--- src/shared/tsr_pkg.sv ---
// constants, register map and reset values of the sensor register bank
package tsr_pkg;
    localparam int BYTE_W = 8;
    localparam int TEMP_W = 16;
    localparam int NUM_FLAGS = 3;
    localparam int NUM_SETPT = 7;
    localparam int FLAG_LOW = 0;
    localparam int FLAG_HIGH = 1;
    localparam int FLAG_CRIT = 2;
    localparam int LOW_FLAG_BITS = 3;
    localparam int HYST_SHIFT = 7;
    localparam int SETUP_RES16_BIT = 7;
    localparam int SETUP_MODE_LSB = 5;
    localparam int SETUP_MODE_MSB = 6;

    localparam logic [7:0] ADDR_READ_HI = 8'h00;
    localparam logic [7:0] ADDR_READ_LO = 8'h01;
    localparam logic [7:0] ADDR_STATUS = 8'h02;
    localparam logic [7:0] ADDR_SETUP = 8'h03;
    localparam logic [7:0] ADDR_UPPER_HI = 8'h04;
    localparam logic [7:0] ADDR_UPPER_LO = 8'h05;
    localparam logic [7:0] ADDR_LOWER_HI = 8'h06;
    localparam logic [7:0] ADDR_LOWER_LO = 8'h07;
    localparam logic [7:0] ADDR_CRIT_HI = 8'h08;
    localparam logic [7:0] ADDR_CRIT_LO = 8'h09;
    localparam logic [7:0] ADDR_HYST = 8'h0a;
    localparam logic [7:0] ADDR_IDENT = 8'h0b;
    localparam logic [7:0] ADDR_RSVD_A = 8'h0c;
    localparam logic [7:0] ADDR_RSVD_B = 8'h0d;
    localparam logic [7:0] ADDR_RSVD_C = 8'h2e;
    localparam logic [7:0] ADDR_RESTART = 8'h2f;

    localparam logic [7:0] RST_POINTER = 8'h00;
    localparam logic [7:0] RST_SETUP = 8'h00;
    localparam logic [15:0] RST_READING = 16'h0000;
    localparam logic [7:0] SETPT_RST [NUM_SETPT] = '{
        8'h20, 8'h00, 8'h05, 8'h00, 8'h49, 8'h80, 8'h05};
    localparam logic [3:0] STAT_UNUSED = 4'h0;
    localparam logic [7:0] RSVD_READ = 8'h00;

    localparam logic [1:0] MODE_ONE_SHOT = 2'h1;
    localparam logic [1:0] MODE_ONE_SPS = 2'h2;
endpackage

--- src/shared/tsr_cmp_if.sv ---
// signals between the register bank and the limit comparator
`timescale 1ns/1ps
interface tsr_cmp_if;
    logic signed [15:0] temp;
    logic signed [15:0] upper;
    logic signed [15:0] lower;
    logic signed [15:0] crit;
    logic [7:0] hyst;
    logic [2:0] cond;
    logic [2:0] ok;
    modport bank (output temp, upper, lower, crit, hyst, input cond, ok);
    modport cmp (input temp, upper, lower, crit, hyst, output cond, ok);
endinterface

--- src/core/tsr_limit_cmp.sv ---
// compares a fresh result against the limits, with hysteresis
`timescale 1ns/1ps
module tsr_limit_cmp #(
    parameter int HYST_W = 4
) (
    tsr_cmp_if.cmp cif
);
    import tsr_pkg::*;

    if (HYST_W < 1 || HYST_W > BYTE_W) begin : g_bad_hyst
        $error("hysteresis width out of range");
    end

    wire signed [16:0] t = {cif.temp[15], cif.temp};
    wire signed [16:0] lo = {cif.lower[15], cif.lower};
    wire signed [16:0] hi = {cif.upper[15], cif.upper};
    wire signed [16:0] cr = {cif.crit[15], cif.crit};
    // hysteresis is in whole degrees, limits in 1/128 degree
    wire signed [16:0] h =
        signed'(17'(cif.hyst[HYST_W-1:0]) << HYST_SHIFT);

    ///////////////////////////////////////////////////////////////////////
    assign cif.cond[FLAG_LOW] = t < lo;
    assign cif.cond[FLAG_HIGH] = t > hi;
    assign cif.cond[FLAG_CRIT] = t > cr;
    assign cif.ok[FLAG_LOW] = t >= lo + h;
    assign cif.ok[FLAG_HIGH] = t <= hi - h;
    assign cif.ok[FLAG_CRIT] = t <= cr - h;
endmodule

--- src/core/tsr_regmap.sv ---
// register bank and address pointer of the temperature sensor
`timescale 1ns/1ps
module tsr_regmap #(
    parameter logic [7:0] ID_CODE = 8'h5a, // value is arbitrary
    parameter int HYST_W = 4
) (
    input wire logic ref_clk,
    input wire logic reset,
    input wire logic ce,
    input wire logic link_clk,
    input wire logic lk_first,
    input wire logic lk_wr,
    input wire logic lk_rd,
    input wire logic [tsr_pkg::BYTE_W-1:0] lk_wdata,
    input wire logic conv_valid,
    input wire logic [tsr_pkg::TEMP_W-1:0] conv_data,
    output logic [tsr_pkg::BYTE_W-1:0] rd_data,
    output logic rd_valid,
    output logic [tsr_pkg::BYTE_W-1:0] setup_byte,
    output logic mode_written,
    output logic soft_restart,
    output logic [tsr_pkg::NUM_FLAGS-1:0] alarm_flags
);
    import tsr_pkg::*;

    localparam int LK_W = BYTE_W + 4;
    localparam int LK_CLK = LK_W - 1;
    localparam int LK_FIRST = LK_W - 2;
    localparam int LK_WR = LK_W - 3;
    localparam int LK_RD = LK_W - 4;

    if (HYST_W < 1 || HYST_W > BYTE_W) begin : g_bad_hyst_w
        $error("hysteresis width out of range");
    end

    ///////////////////////////////////////////////////////////////////////
    // link sampling: two stages, then edge detect on the second
    logic [LK_W-1:0] lk_meta_r;
    logic [LK_W-1:0] lk_sync_r;
    logic lk_clk_prev_r;

    always_ff @(posedge ref_clk) begin
        if (reset) begin
            lk_meta_r <= '0;
            lk_sync_r <= '0;
            lk_clk_prev_r <= 1'b0;
        end else if (ce) begin
            lk_meta_r <= {link_clk, lk_first, lk_wr, lk_rd, lk_wdata};
            lk_sync_r <= lk_meta_r;
            lk_clk_prev_r <= lk_sync_r[LK_CLK];
        end
    end

    wire lk_rise = ce & lk_sync_r[LK_CLK] & ~lk_clk_prev_r;
    wire take_wr = lk_rise & lk_sync_r[LK_WR];
    wire take_rd = lk_rise & lk_sync_r[LK_RD];
    wire [BYTE_W-1:0] wdata = lk_sync_r[BYTE_W-1:0];

    ///////////////////////////////////////////////////////////////////////
    // state
    logic [7:0] pointer_r;
    logic [7:0] setup_r;
    logic [15:0] reading_r;
    logic [7:0] setpt_r [NUM_SETPT];
    logic [NUM_FLAGS-1:0] flag_r;
    logic rdy_n_r;
    logic restart_r;
    logic [7:0] rd_data_r;
    logic rd_valid_r;
    logic mode_written_r;

    // a restart write acts like power-up one cycle later
    wire clr = reset | restart_r;

    ///////////////////////////////////////////////////////////////////////
    // decode
    wire ptr_load = take_wr & lk_sync_r[LK_FIRST];
    wire reg_wr = take_wr & ~lk_sync_r[LK_FIRST];
    wire at_read_hi = pointer_r == ADDR_READ_HI;
    wire at_read_lo = pointer_r == ADDR_READ_LO;
    wire at_status = pointer_r == ADDR_STATUS;
    wire at_setup = pointer_r == ADDR_SETUP;
    wire at_ident = pointer_r == ADDR_IDENT;
    wire at_restart = pointer_r == ADDR_RESTART;
    wire at_setpt = pointer_r >= ADDR_UPPER_HI && pointer_r <= ADDR_HYST;
    wire [2:0] setpt_idx = 3'(pointer_r - ADDR_UPPER_HI);

    // only setup, setpoints and restart take data; others are ignored
    wire wr_setup = reg_wr & at_setup;
    wire wr_restart = reg_wr & at_restart;
    wire rd_result = take_rd & (at_read_hi | at_read_lo);
    wire rd_status = take_rd & at_status;
    wire conv_take = ce & conv_valid;

    wire res16 = setup_r[SETUP_RES16_BIT];
    wire [1:0] new_mode = wdata[SETUP_MODE_MSB:SETUP_MODE_LSB];
    wire mode_rearm = wr_setup &
        (new_mode == MODE_ONE_SHOT || new_mode == MODE_ONE_SPS);

    ///////////////////////////////////////////////////////////////////////
    // limit comparison on the incoming result
    tsr_cmp_if cif ();

    assign cif.temp = res16 ? conv_data
        : {conv_data[TEMP_W-1:LOW_FLAG_BITS], {LOW_FLAG_BITS{1'b0}}};
    assign cif.upper = {setpt_r[0], setpt_r[1]};
    assign cif.lower = {setpt_r[2], setpt_r[3]};
    assign cif.crit = {setpt_r[4], setpt_r[5]};
    assign cif.hyst = setpt_r[6];

    tsr_limit_cmp #(
        .HYST_W(HYST_W)
    ) u_cmp (
        .cif(cif.cmp)
    );

    ///////////////////////////////////////////////////////////////////////
    // pointer and restart
    always_ff @(posedge ref_clk) begin
        if (clr) begin
            pointer_r <= RST_POINTER;
        end else if (ce) begin
            if (ptr_load) begin
                pointer_r <= wdata;
            end else if (take_rd && at_read_hi) begin
                pointer_r <= ADDR_READ_LO;
            end
        end
    end

    always_ff @(posedge ref_clk) begin
        if (reset) begin
            restart_r <= 1'b0;
        end else if (ce) begin
            restart_r <= wr_restart;
        end
    end

    ///////////////////////////////////////////////////////////////////////
    // setup and setpoint bytes
    always_ff @(posedge ref_clk) begin
        if (clr) begin
            setup_r <= RST_SETUP;
        end else if (ce && wr_setup) begin
            setup_r <= wdata;
        end
    end

    for (genvar i = 0; i < NUM_SETPT; i++) begin : g_setpt
        wire wr_this = reg_wr & at_setpt & setpt_idx == 3'(i);
        always_ff @(posedge ref_clk) begin
            if (clr) begin
                setpt_r[i] <= SETPT_RST[i];
            end else if (ce && wr_this) begin
                setpt_r[i] <= wdata;
            end
        end
    end

    ///////////////////////////////////////////////////////////////////////
    // conversion result; no write path from the link
    wire [LOW_FLAG_BITS-1:0] low_bits = res16
        ? conv_data[LOW_FLAG_BITS-1:0]
        : cif.cond;

    always_ff @(posedge ref_clk) begin
        if (clr) begin
            reading_r <= RST_READING;
        end else if (conv_take) begin
            // sign and upper bits kept as delivered
            reading_r <= {conv_data[TEMP_W-1:LOW_FLAG_BITS], low_bits};
        end
    end

    ///////////////////////////////////////////////////////////////////////
    // status flags: a new event wins over a clear in the same cycle
    for (genvar i = 0; i < NUM_FLAGS; i++) begin : g_flag
        wire set = conv_take & cif.cond[i];
        wire drop = rd_status | (conv_take & cif.ok[i]);
        always_ff @(posedge ref_clk) begin
            if (clr) begin
                flag_r[i] <= 1'b0;
            end else if (set) begin
                flag_r[i] <= 1'b1;
            end else if (ce && drop) begin
                flag_r[i] <= 1'b0;
            end
        end
    end

    always_ff @(posedge ref_clk) begin
        if (clr) begin
            rdy_n_r <= 1'b1;
        end else if (conv_take) begin
            rdy_n_r <= 1'b0;
        end else if (ce && (rd_result || mode_rearm)) begin
            rdy_n_r <= 1'b1;
        end
    end

    ///////////////////////////////////////////////////////////////////////
    // read selection
    wire [7:0] status_byte = {rdy_n_r, flag_r, STAT_UNUSED};
    wire [7:0] rd_mux =
        at_read_hi ? reading_r[15:8] :
        at_read_lo ? reading_r[7:0] :
        at_status ? status_byte :
        at_setup ? setup_r :
        at_setpt ? setpt_r[setpt_idx] :
        at_ident ? ID_CODE :
        RSVD_READ;

    always_ff @(posedge ref_clk) begin
        if (clr) begin
            rd_data_r <= RSVD_READ;
            rd_valid_r <= 1'b0;
            mode_written_r <= 1'b0;
        end else if (ce) begin
            if (take_rd) begin
                rd_data_r <= rd_mux;
            end
            rd_valid_r <= take_rd;
            mode_written_r <= wr_setup;
        end
    end

    assign rd_data = rd_data_r;
    assign rd_valid = rd_valid_r;
    assign setup_byte = setup_r;
    assign mode_written = mode_written_r;
    assign soft_restart = restart_r;
    assign alarm_flags = flag_r;
endmodule

--- config.mk ---
export PLATFORM = sky130hd
export DESIGN_NAME = tsr_regmap
export DESIGN_NICKNAME = d
export VERILOG_FILES = /design/src/shared/tsr_pkg.sv /design/src/shared/tsr_cmp_if.sv /design/src/core/tsr_limit_cmp.sv /design/src/core/tsr_regmap.sv
export SDC_FILE = /design/constraint.sdc
export NUM_CORES = 1
export LEC_CHECK = 0
export ABC_AREA = 1
export BUFFER_PORTS_ARGS = -buffer_cell sky130_fd_sc_hd__clkbuf_2
export CORE_ASPECT_RATIO = 0.9
export CORE_UTILIZATION = 56
export CTS_CLUSTER_DIAMETER = 120
export DETAILED_ROUTE_END_ITERATION = 12
export HOLD_SLACK_MARGIN = 0.1
export PLACE_DENSITY = 0.77
export SLEW_MARGIN = 10
export SYNTH_ARGS = -nofsm -noshare
export SYNTH_HDL_FRONTEND = slang
export SYNTH_SLANG_ARGS = --single-unit
--- constraint.sdc ---
create_clock -name ref_clk -period 2.8 [get_ports ref_clk]
set_input_delay 0.28 -clock ref_clk [delete_from_list [all_inputs] [get_ports ref_clk]]
set_output_delay 0.28 -clock ref_clk [all_outputs]
set_load 0.01 [all_outputs]
# ---- Yosys cells after proc, flatten, opt, wreduce, memory -nomap -nowiden
# Memories as Yosys holds them, arrays and structs flattened.
# Index checks and enable logic that the tools add are counted.
dict set report classes {
  add_sub_neg 4
  n_lt_le_gt_ge 8
  n_eq_ne 13
  n_mux 48
  n_bitwise 40
  n_reduce_logical 25
}
# operator n
set ops {}
lappend ops {{8-bit two-way mux} 14}
lappend ops {{16-bit by 17-bit <= comparator with 1-bit output} 2}
lappend ops {{16-bit by 12-bit subtractor with 17-bit output} 2}
lappend ops {{16-bit greater-than comparator} 2}
lappend ops {{1-bit two-way mux} 31}
lappend ops {{1-bit bitwise AND} 26}
lappend ops {{16-bit by 12-bit adder with 17-bit output} 1}
lappend ops {{16-bit by 17-bit greater-or-equal comparator with 1-bit output} 1}
lappend ops {{8-bit by 2-bit == test with 1-bit output, second input constant} 2}
lappend ops {{16-bit less-than comparator} 1}
lappend ops {{1-bit logical AND} 14}
lappend ops {{1-bit bitwise OR} 12}
lappend ops {{2-bit nonzero test} 5}
lappend ops {{3-bit == test, second input constant} 3}
lappend ops {{8-bit by 1-bit == test with 1-bit output, second input constant} 1}
lappend ops {{8-bit by 4-bit == test with 1-bit output, second input constant} 1}
lappend ops {{8-bit by 6-bit == test with 1-bit output, second input constant} 1}
lappend ops {{8-bit by 3-bit greater-or-equal comparator with 1-bit output, second input constant} 1}
lappend ops {{8-bit by 4-bit <= comparator with 1-bit output, second input constant} 1}
lappend ops {{8-bit zero test} 1}
lappend ops {{7-bit two-way mux} 1}
lappend ops {{3-bit by 2-bit == test with 1-bit output, second input constant} 2}
lappend ops {{3-bit two-way mux} 2}
lappend ops {{2-bit AND reduction} 2}
lappend ops {{other kinds (7)} 9}
dict set report word_totals {
  ff_bits 72
  ramBits 56
  in_bits 32
  wordCells 153
  memories 1
}
# memory depth width rd rd_clocked_by_memory_dff write_ports line_no
set mem_list {}
lappend mem_list {setpt_r 7 8 8 0 7 tsr_regmap.sv:64} ;# logic [7:0] setpt_r [NUM_SETPT];

# ---- Depth between registers and ports, before layout
dict set report logic_depth {
  word_depth 11
  depth_mapped 22
}

# ---- By module
# Synthesis repeated with hierarchy kept, for this count alone.
dict set report unflattened {
  cells_unflattened 1121
  hier_area_um2 8546.9
}
# module n_inst cells_per_inst area_each_um2
set modules_own_cells {}
lappend modules_own_cells {tsr_regmap 1 653 5601.6}
lappend modules_own_cells {tsr_limit_cmp 1 468 2945.3}

# ---- Worst setup path after synthesis
# Ideal clock, no wire load.
dict set report synth_path {
  path_kind {register to register}
  from {memory setpt_r[5][7]}
  to {register flag_r[2], in the netlist alarm_flags[2]}
  arrival_ps 2693
  path_slack_ps -26
  path_stages_with_launch 21
  period_less_slack_ps 2826
  path_cell_list {edfxtp_1 > inv_1 > ha_1 > inv_1 > fa_1 > nand2_1 > a21oi_1 > nor4_1 > nand3_1 > xor2_1 > ha_1 > nand2_1 > nor2_1 > a21boi_0 > nor2_1 > nand3_1 > nand2_1 > nand2_1 > nand2_1 > nand2_1 > a21oi_1}
}
# item line_no
set synth_lines {}
lappend synth_lines {{from (decl)} tsr_regmap.sv:64}
lappend synth_lines {{to (signal, indexed assignment)} tsr_regmap.sv:182} ;# flag_r[i] <= 1'b0;
lappend synth_lines {{to (signal, indexed assignment)} tsr_regmap.sv:184} ;# flag_r[i] <= 1'b1;
lappend synth_lines {{to (signal, indexed assignment)} tsr_regmap.sv:186} ;# flag_r[i] <= 1'b0;
lappend synth_lines {{to (decl)} tsr_regmap.sv:65} ;# logic [NUM_FLAGS-1:0] flag_r;

==> results.json <==
{
  "worst_slew_pin_slew_ns": 0.584,
  "synth_area_per_cell_um2": 7.51,
  "clk_transition_reported_paths_ns": 0.06,
  "finalSetupTns_ns": -0.328,
  "hold-worst-slack_ns": 0.116,
  "timing.reg2reg.worst_path_depth": 22,
  "worst_path_class_setup": "reg2reg",
  "post-route-util_pct": 68.9,
  "avgRoutedWirePerCell_um": 17.9,
  "fin_skew_ns": 0.0174,
  "critical_path_peak_fanout": 3,
  "cts-root-buf": "clkbuf_16",
  "pin_count": 54,
  "die_width_um": 131,
  "hp-class": "in2reg",
  "critical_path.max_stage_delay_ns": 0.40,
  "clock_tree_from_tritoncts": "yes",
  "failed_checks": "setup timing",
  "final_period_minus_worst_setup_slack_ns": 2.94,
  "worst_slack_ns": -0.142,
  "syn-cell-area_um2": 8430,
  "postRouteWirelength_um": 26000,
  "synth.yosys.seq_area_share_pct": 37.1,
  "place.detailed.instances": 1396,
  "netlist-cell-type-count": 46,
  "max_clock_freq_mhz": 340,
  "timing.critical_path.required_ns": 3.10,
  "critical_path.startpoint": "setpt_r[6][0]",
  "total_power_density_per_cell_area_nw_per_um2": 498,
  "ys_seq_elements": 128,
  "avgViaCountPerCell": 5.63,
  "antenna_violating_nets_post_route": 0,
  "final-setup-viol-count": 3,
  "n_antenna_cell": 0,
  "maxSlewViolCount": 0,
  "crit_path_frequent_cell": "nand2_1",
  "ff2ff_setup_slack_ns": -0.14,
  "post_route_cells_drive_above_1_share_pct": 17.1,
  "antenna_found_initial": 0,
  "fin_total_pwr_mw": 5.04,
  "slew_headroom_pct": 61.0,
  "dpl_cell_area_um2": 9190,
  "setup.worst_path.end": "alarm_flags[0]",
  "design.final.nets": 1367,
  "critPathLaunchType": "flip-flop",
  "globalplace.congestion": 0.993,
  "firstDrtPassIters": 5,
  "fin_cells": 1453,
  "ir_drop_v": 0.000445,
  "port-buffer-count": 53,
  "rsz0062_at_grt": "true",
  "detail_route.drc_violations": 0,
  "timing.rr.end": "alarm_flags[0]",
  "place_hpwl_um": 19500,
  "final_area_um2": 10100,
  "floorplan.core_area_um2": 14700,
  "grt_start_max_net_pins": 37,
  "mappedNetlistNets": 1247,
  "min_period_over_period_pct": 105,
  "final-hold-violation-count": 0,
  "cap_viol_max_count": 0,
  "cts_buffer_depth": 2,
  "critical_path.reg2reg.startpoint": "setpt_r[6][0]",
  "cp_cell_sequence": "buf_6 -> ha_4 -> inv_2 -> fa_2 -> o21ai_2 -> nand2_1 -> nor2_2 -> buf_4 -> buf_4 -> xor2_2 -> ha_1 -> nand2_2 -> nor2_2 -> nand2_1 -> inv_2 -> nand4_1 -> nand3_1 -> nand2_1 -> nand2_1 -> nand2_1 -> nand2_1 -> a21oi_1",
  "numCtsBuffers": 17,
  "global_route.overflow_total": 0,
  "leakage_nw": 4.63,
  "status": "complete, but fails checks",
  "cp_slowest_cell": "fa_2",
  "routed-via-count": 8175,
  "first_iter_violations": 862,
  "first_global_vias": 7683,
  "ys.flop_type": "dfxtp_1",
  "clkLatencyLatePin_ns": 0.43,
  "cts_htree_levels": 4,
  "number_of_flops_mapped_to_enable_cells_by_yosys": 56,
  "endpoint_kind": "flip-flop",
  "yosysWarningCount": 0,
  "wire_length_of_the_first_global_routing_pass_um": 40900,
  "std_cell_rows": 42,
  "synthToLayoutAreaGrowth_pct": 20.3,
  "most_common_cell_after_layout_fill_and_taps_aside": "nand2_1",
  "initial_utilization_pct": 57.3,
  "netlist_instances": 1122,
  "data_arrival_time_at_the_worst_slack_endpoint_ns": 3.24,
  "async_reset_ff_share_pct": 0,
  "pre_cts_slack_ns": -0.240,
  "groute.usage.overall_pct": 34.6,
  "die_footprint_um2": 15500,
  "layout.cells.most_common_list": "nand2_1, nor2_1, inv_1",
  "dieHeight_um": 118,
  "cts.sinks": 128
}
==> cells in the mapped netlist (2+ instances only) <==
master / n / area [um2]
buf_6: 2 / 22.5
clkbuf_1: 11 / 41.3
a41oi_1: 2 / 17.5
nand2_2: 2 / 12.5
clkinv_1: 5 / 18.8
o2111ai_1: 2 / 17.5
o221ai_1: 3 / 26.3
inv_1: 132 / 495
nor3_1: 4 / 20.0
nand3_1: 27 / 135
nand2_1: 298 / 1120
o21a_1: 5 / 37.5
a211oi_1: 13 / 97.6
xor2_1: 17 / 149
xnor2_1: 4 / 35.0
dfxtp_1: 72 / 1440
nand3_2: 3 / 30.0
o22ai_1: 8 / 50.1
a21boi_0: 2 / 15.0
a21o_1: 3 / 22.5
a21oi_1: 106 / 531
buf_2: 8 / 40.0
o21bai_1: 3 / 22.5
ha_1: 90 / 1130
fa_1: 3 / 60.1
nand3_4: 2 / 35.0
edfxtp_1: 56 / 1680
o21ai_0: 39 / 195
nor2_2: 5 / 31.3
buf_1: 4 / 15.0
nand4_1: 21 / 131
inv_2: 10 / 37.5
a31oi_1: 4 / 25.0
nor4_1: 4 / 25.0
nor2_8: 2 / 40.0
nor2_4: 2 / 22.5
nor2_1: 139 / 522
==> routing by layer <==
metal  global-route usage (%)  routed length [um]  up-vias
li1                         -                   -     3947
met1                     48.5               11200     3739
met2                     53.0               11400      414
met3                     5.75                2430       75
met4                     14.5                 949        0
met5                        0                   0        -
==> repair_timing <==
| action | CTS | global route |
|---|---|---|
| hold buffers | 12 | 0 |
| setup buffers | 6 | 7 |
| setup endpoints to repair | 3 | 3 |
| hold endpoints to repair | 12 | 0 |
| pin swaps | 11 | 21 |
| gates resized for setup | 25 | 20 |
==> kinds of logic (layout without fill, tap and decap cells) <==
logic type,after synthesis,count (layout),share of synthesized area [%]
AND/OR/NAND/NOR,514,514,25.8
AO/OA/AOI/OAI,192,192,12.7
buffers and inverters,173,306,8.03
flip-flops,128,128,37.1
adder cells (fa/ha/maj),93,93,14.1
XOR/XNOR,21,21,2.18
multiplexers,1,1,0.119
==> registers in the layout (all words and copies together) (netlist names) <==
| register | cells |
|---|---|
| alarm_flags | 3 |
| lk_clk_prev_r | 1 |
| lk_meta_r | 12 |
| lk_sync_r | 12 |
| mode_written | 1 |
| pointer_r | 8 |
| rd_data | 8 |
| rd_valid | 1 |
| rdy_n_r | 1 |
| reading_r | 16 |
| setpt_r | 56 |
| setup_byte | 8 |
| soft_restart | 1 |
==> worst min path at each step <==
stage                       start             to  slack (ns)  cells past startpoint
finish                         ce  lk_clk_prev_r        0.12                      3
CTS                            ce  lk_clk_prev_r        0.11                      3
detailed placement   reading_r[9]   reading_r[9]        0.45                      2
floorplan             lk_wdata[0]   lk_meta_r[0]        0.43                      2
global placement    reading_r[13]  reading_r[13]        0.44                      2
global route                   ce  lk_clk_prev_r        0.13                      3
==> critical path, delay by kind of cell (launching register included) <==
kind,cells,cell delay [ns]
and+or+nand+nor,11,0.88
adders and majority gates,3,0.82
buffers and inverters,5,0.45
DFF,1,0.38
AOI/OAI and AO/OA,2,0.21
xor gates and xnor gates,1,0.05
==> where the power goes <==
| group | switching, mW | internal [mW] |
|---|---|---|
| logic | 0.468 | 0.290 |
| clock network | 0.891 | 1.31 |
| registers | 0.0619 | 2.02 |
| total | 1.42 | 3.62 |
==> cell type report <==
type,instances,area [um2]
multi-input cells,821,4770
flip-flops and latches,128,3120
fillers,1219,4580
well taps,198,248
inverters,148,558
repair buffers,126,847
clock inverters,13,120
clock buffers,19,464
Power figures use the tool's default switching activity.
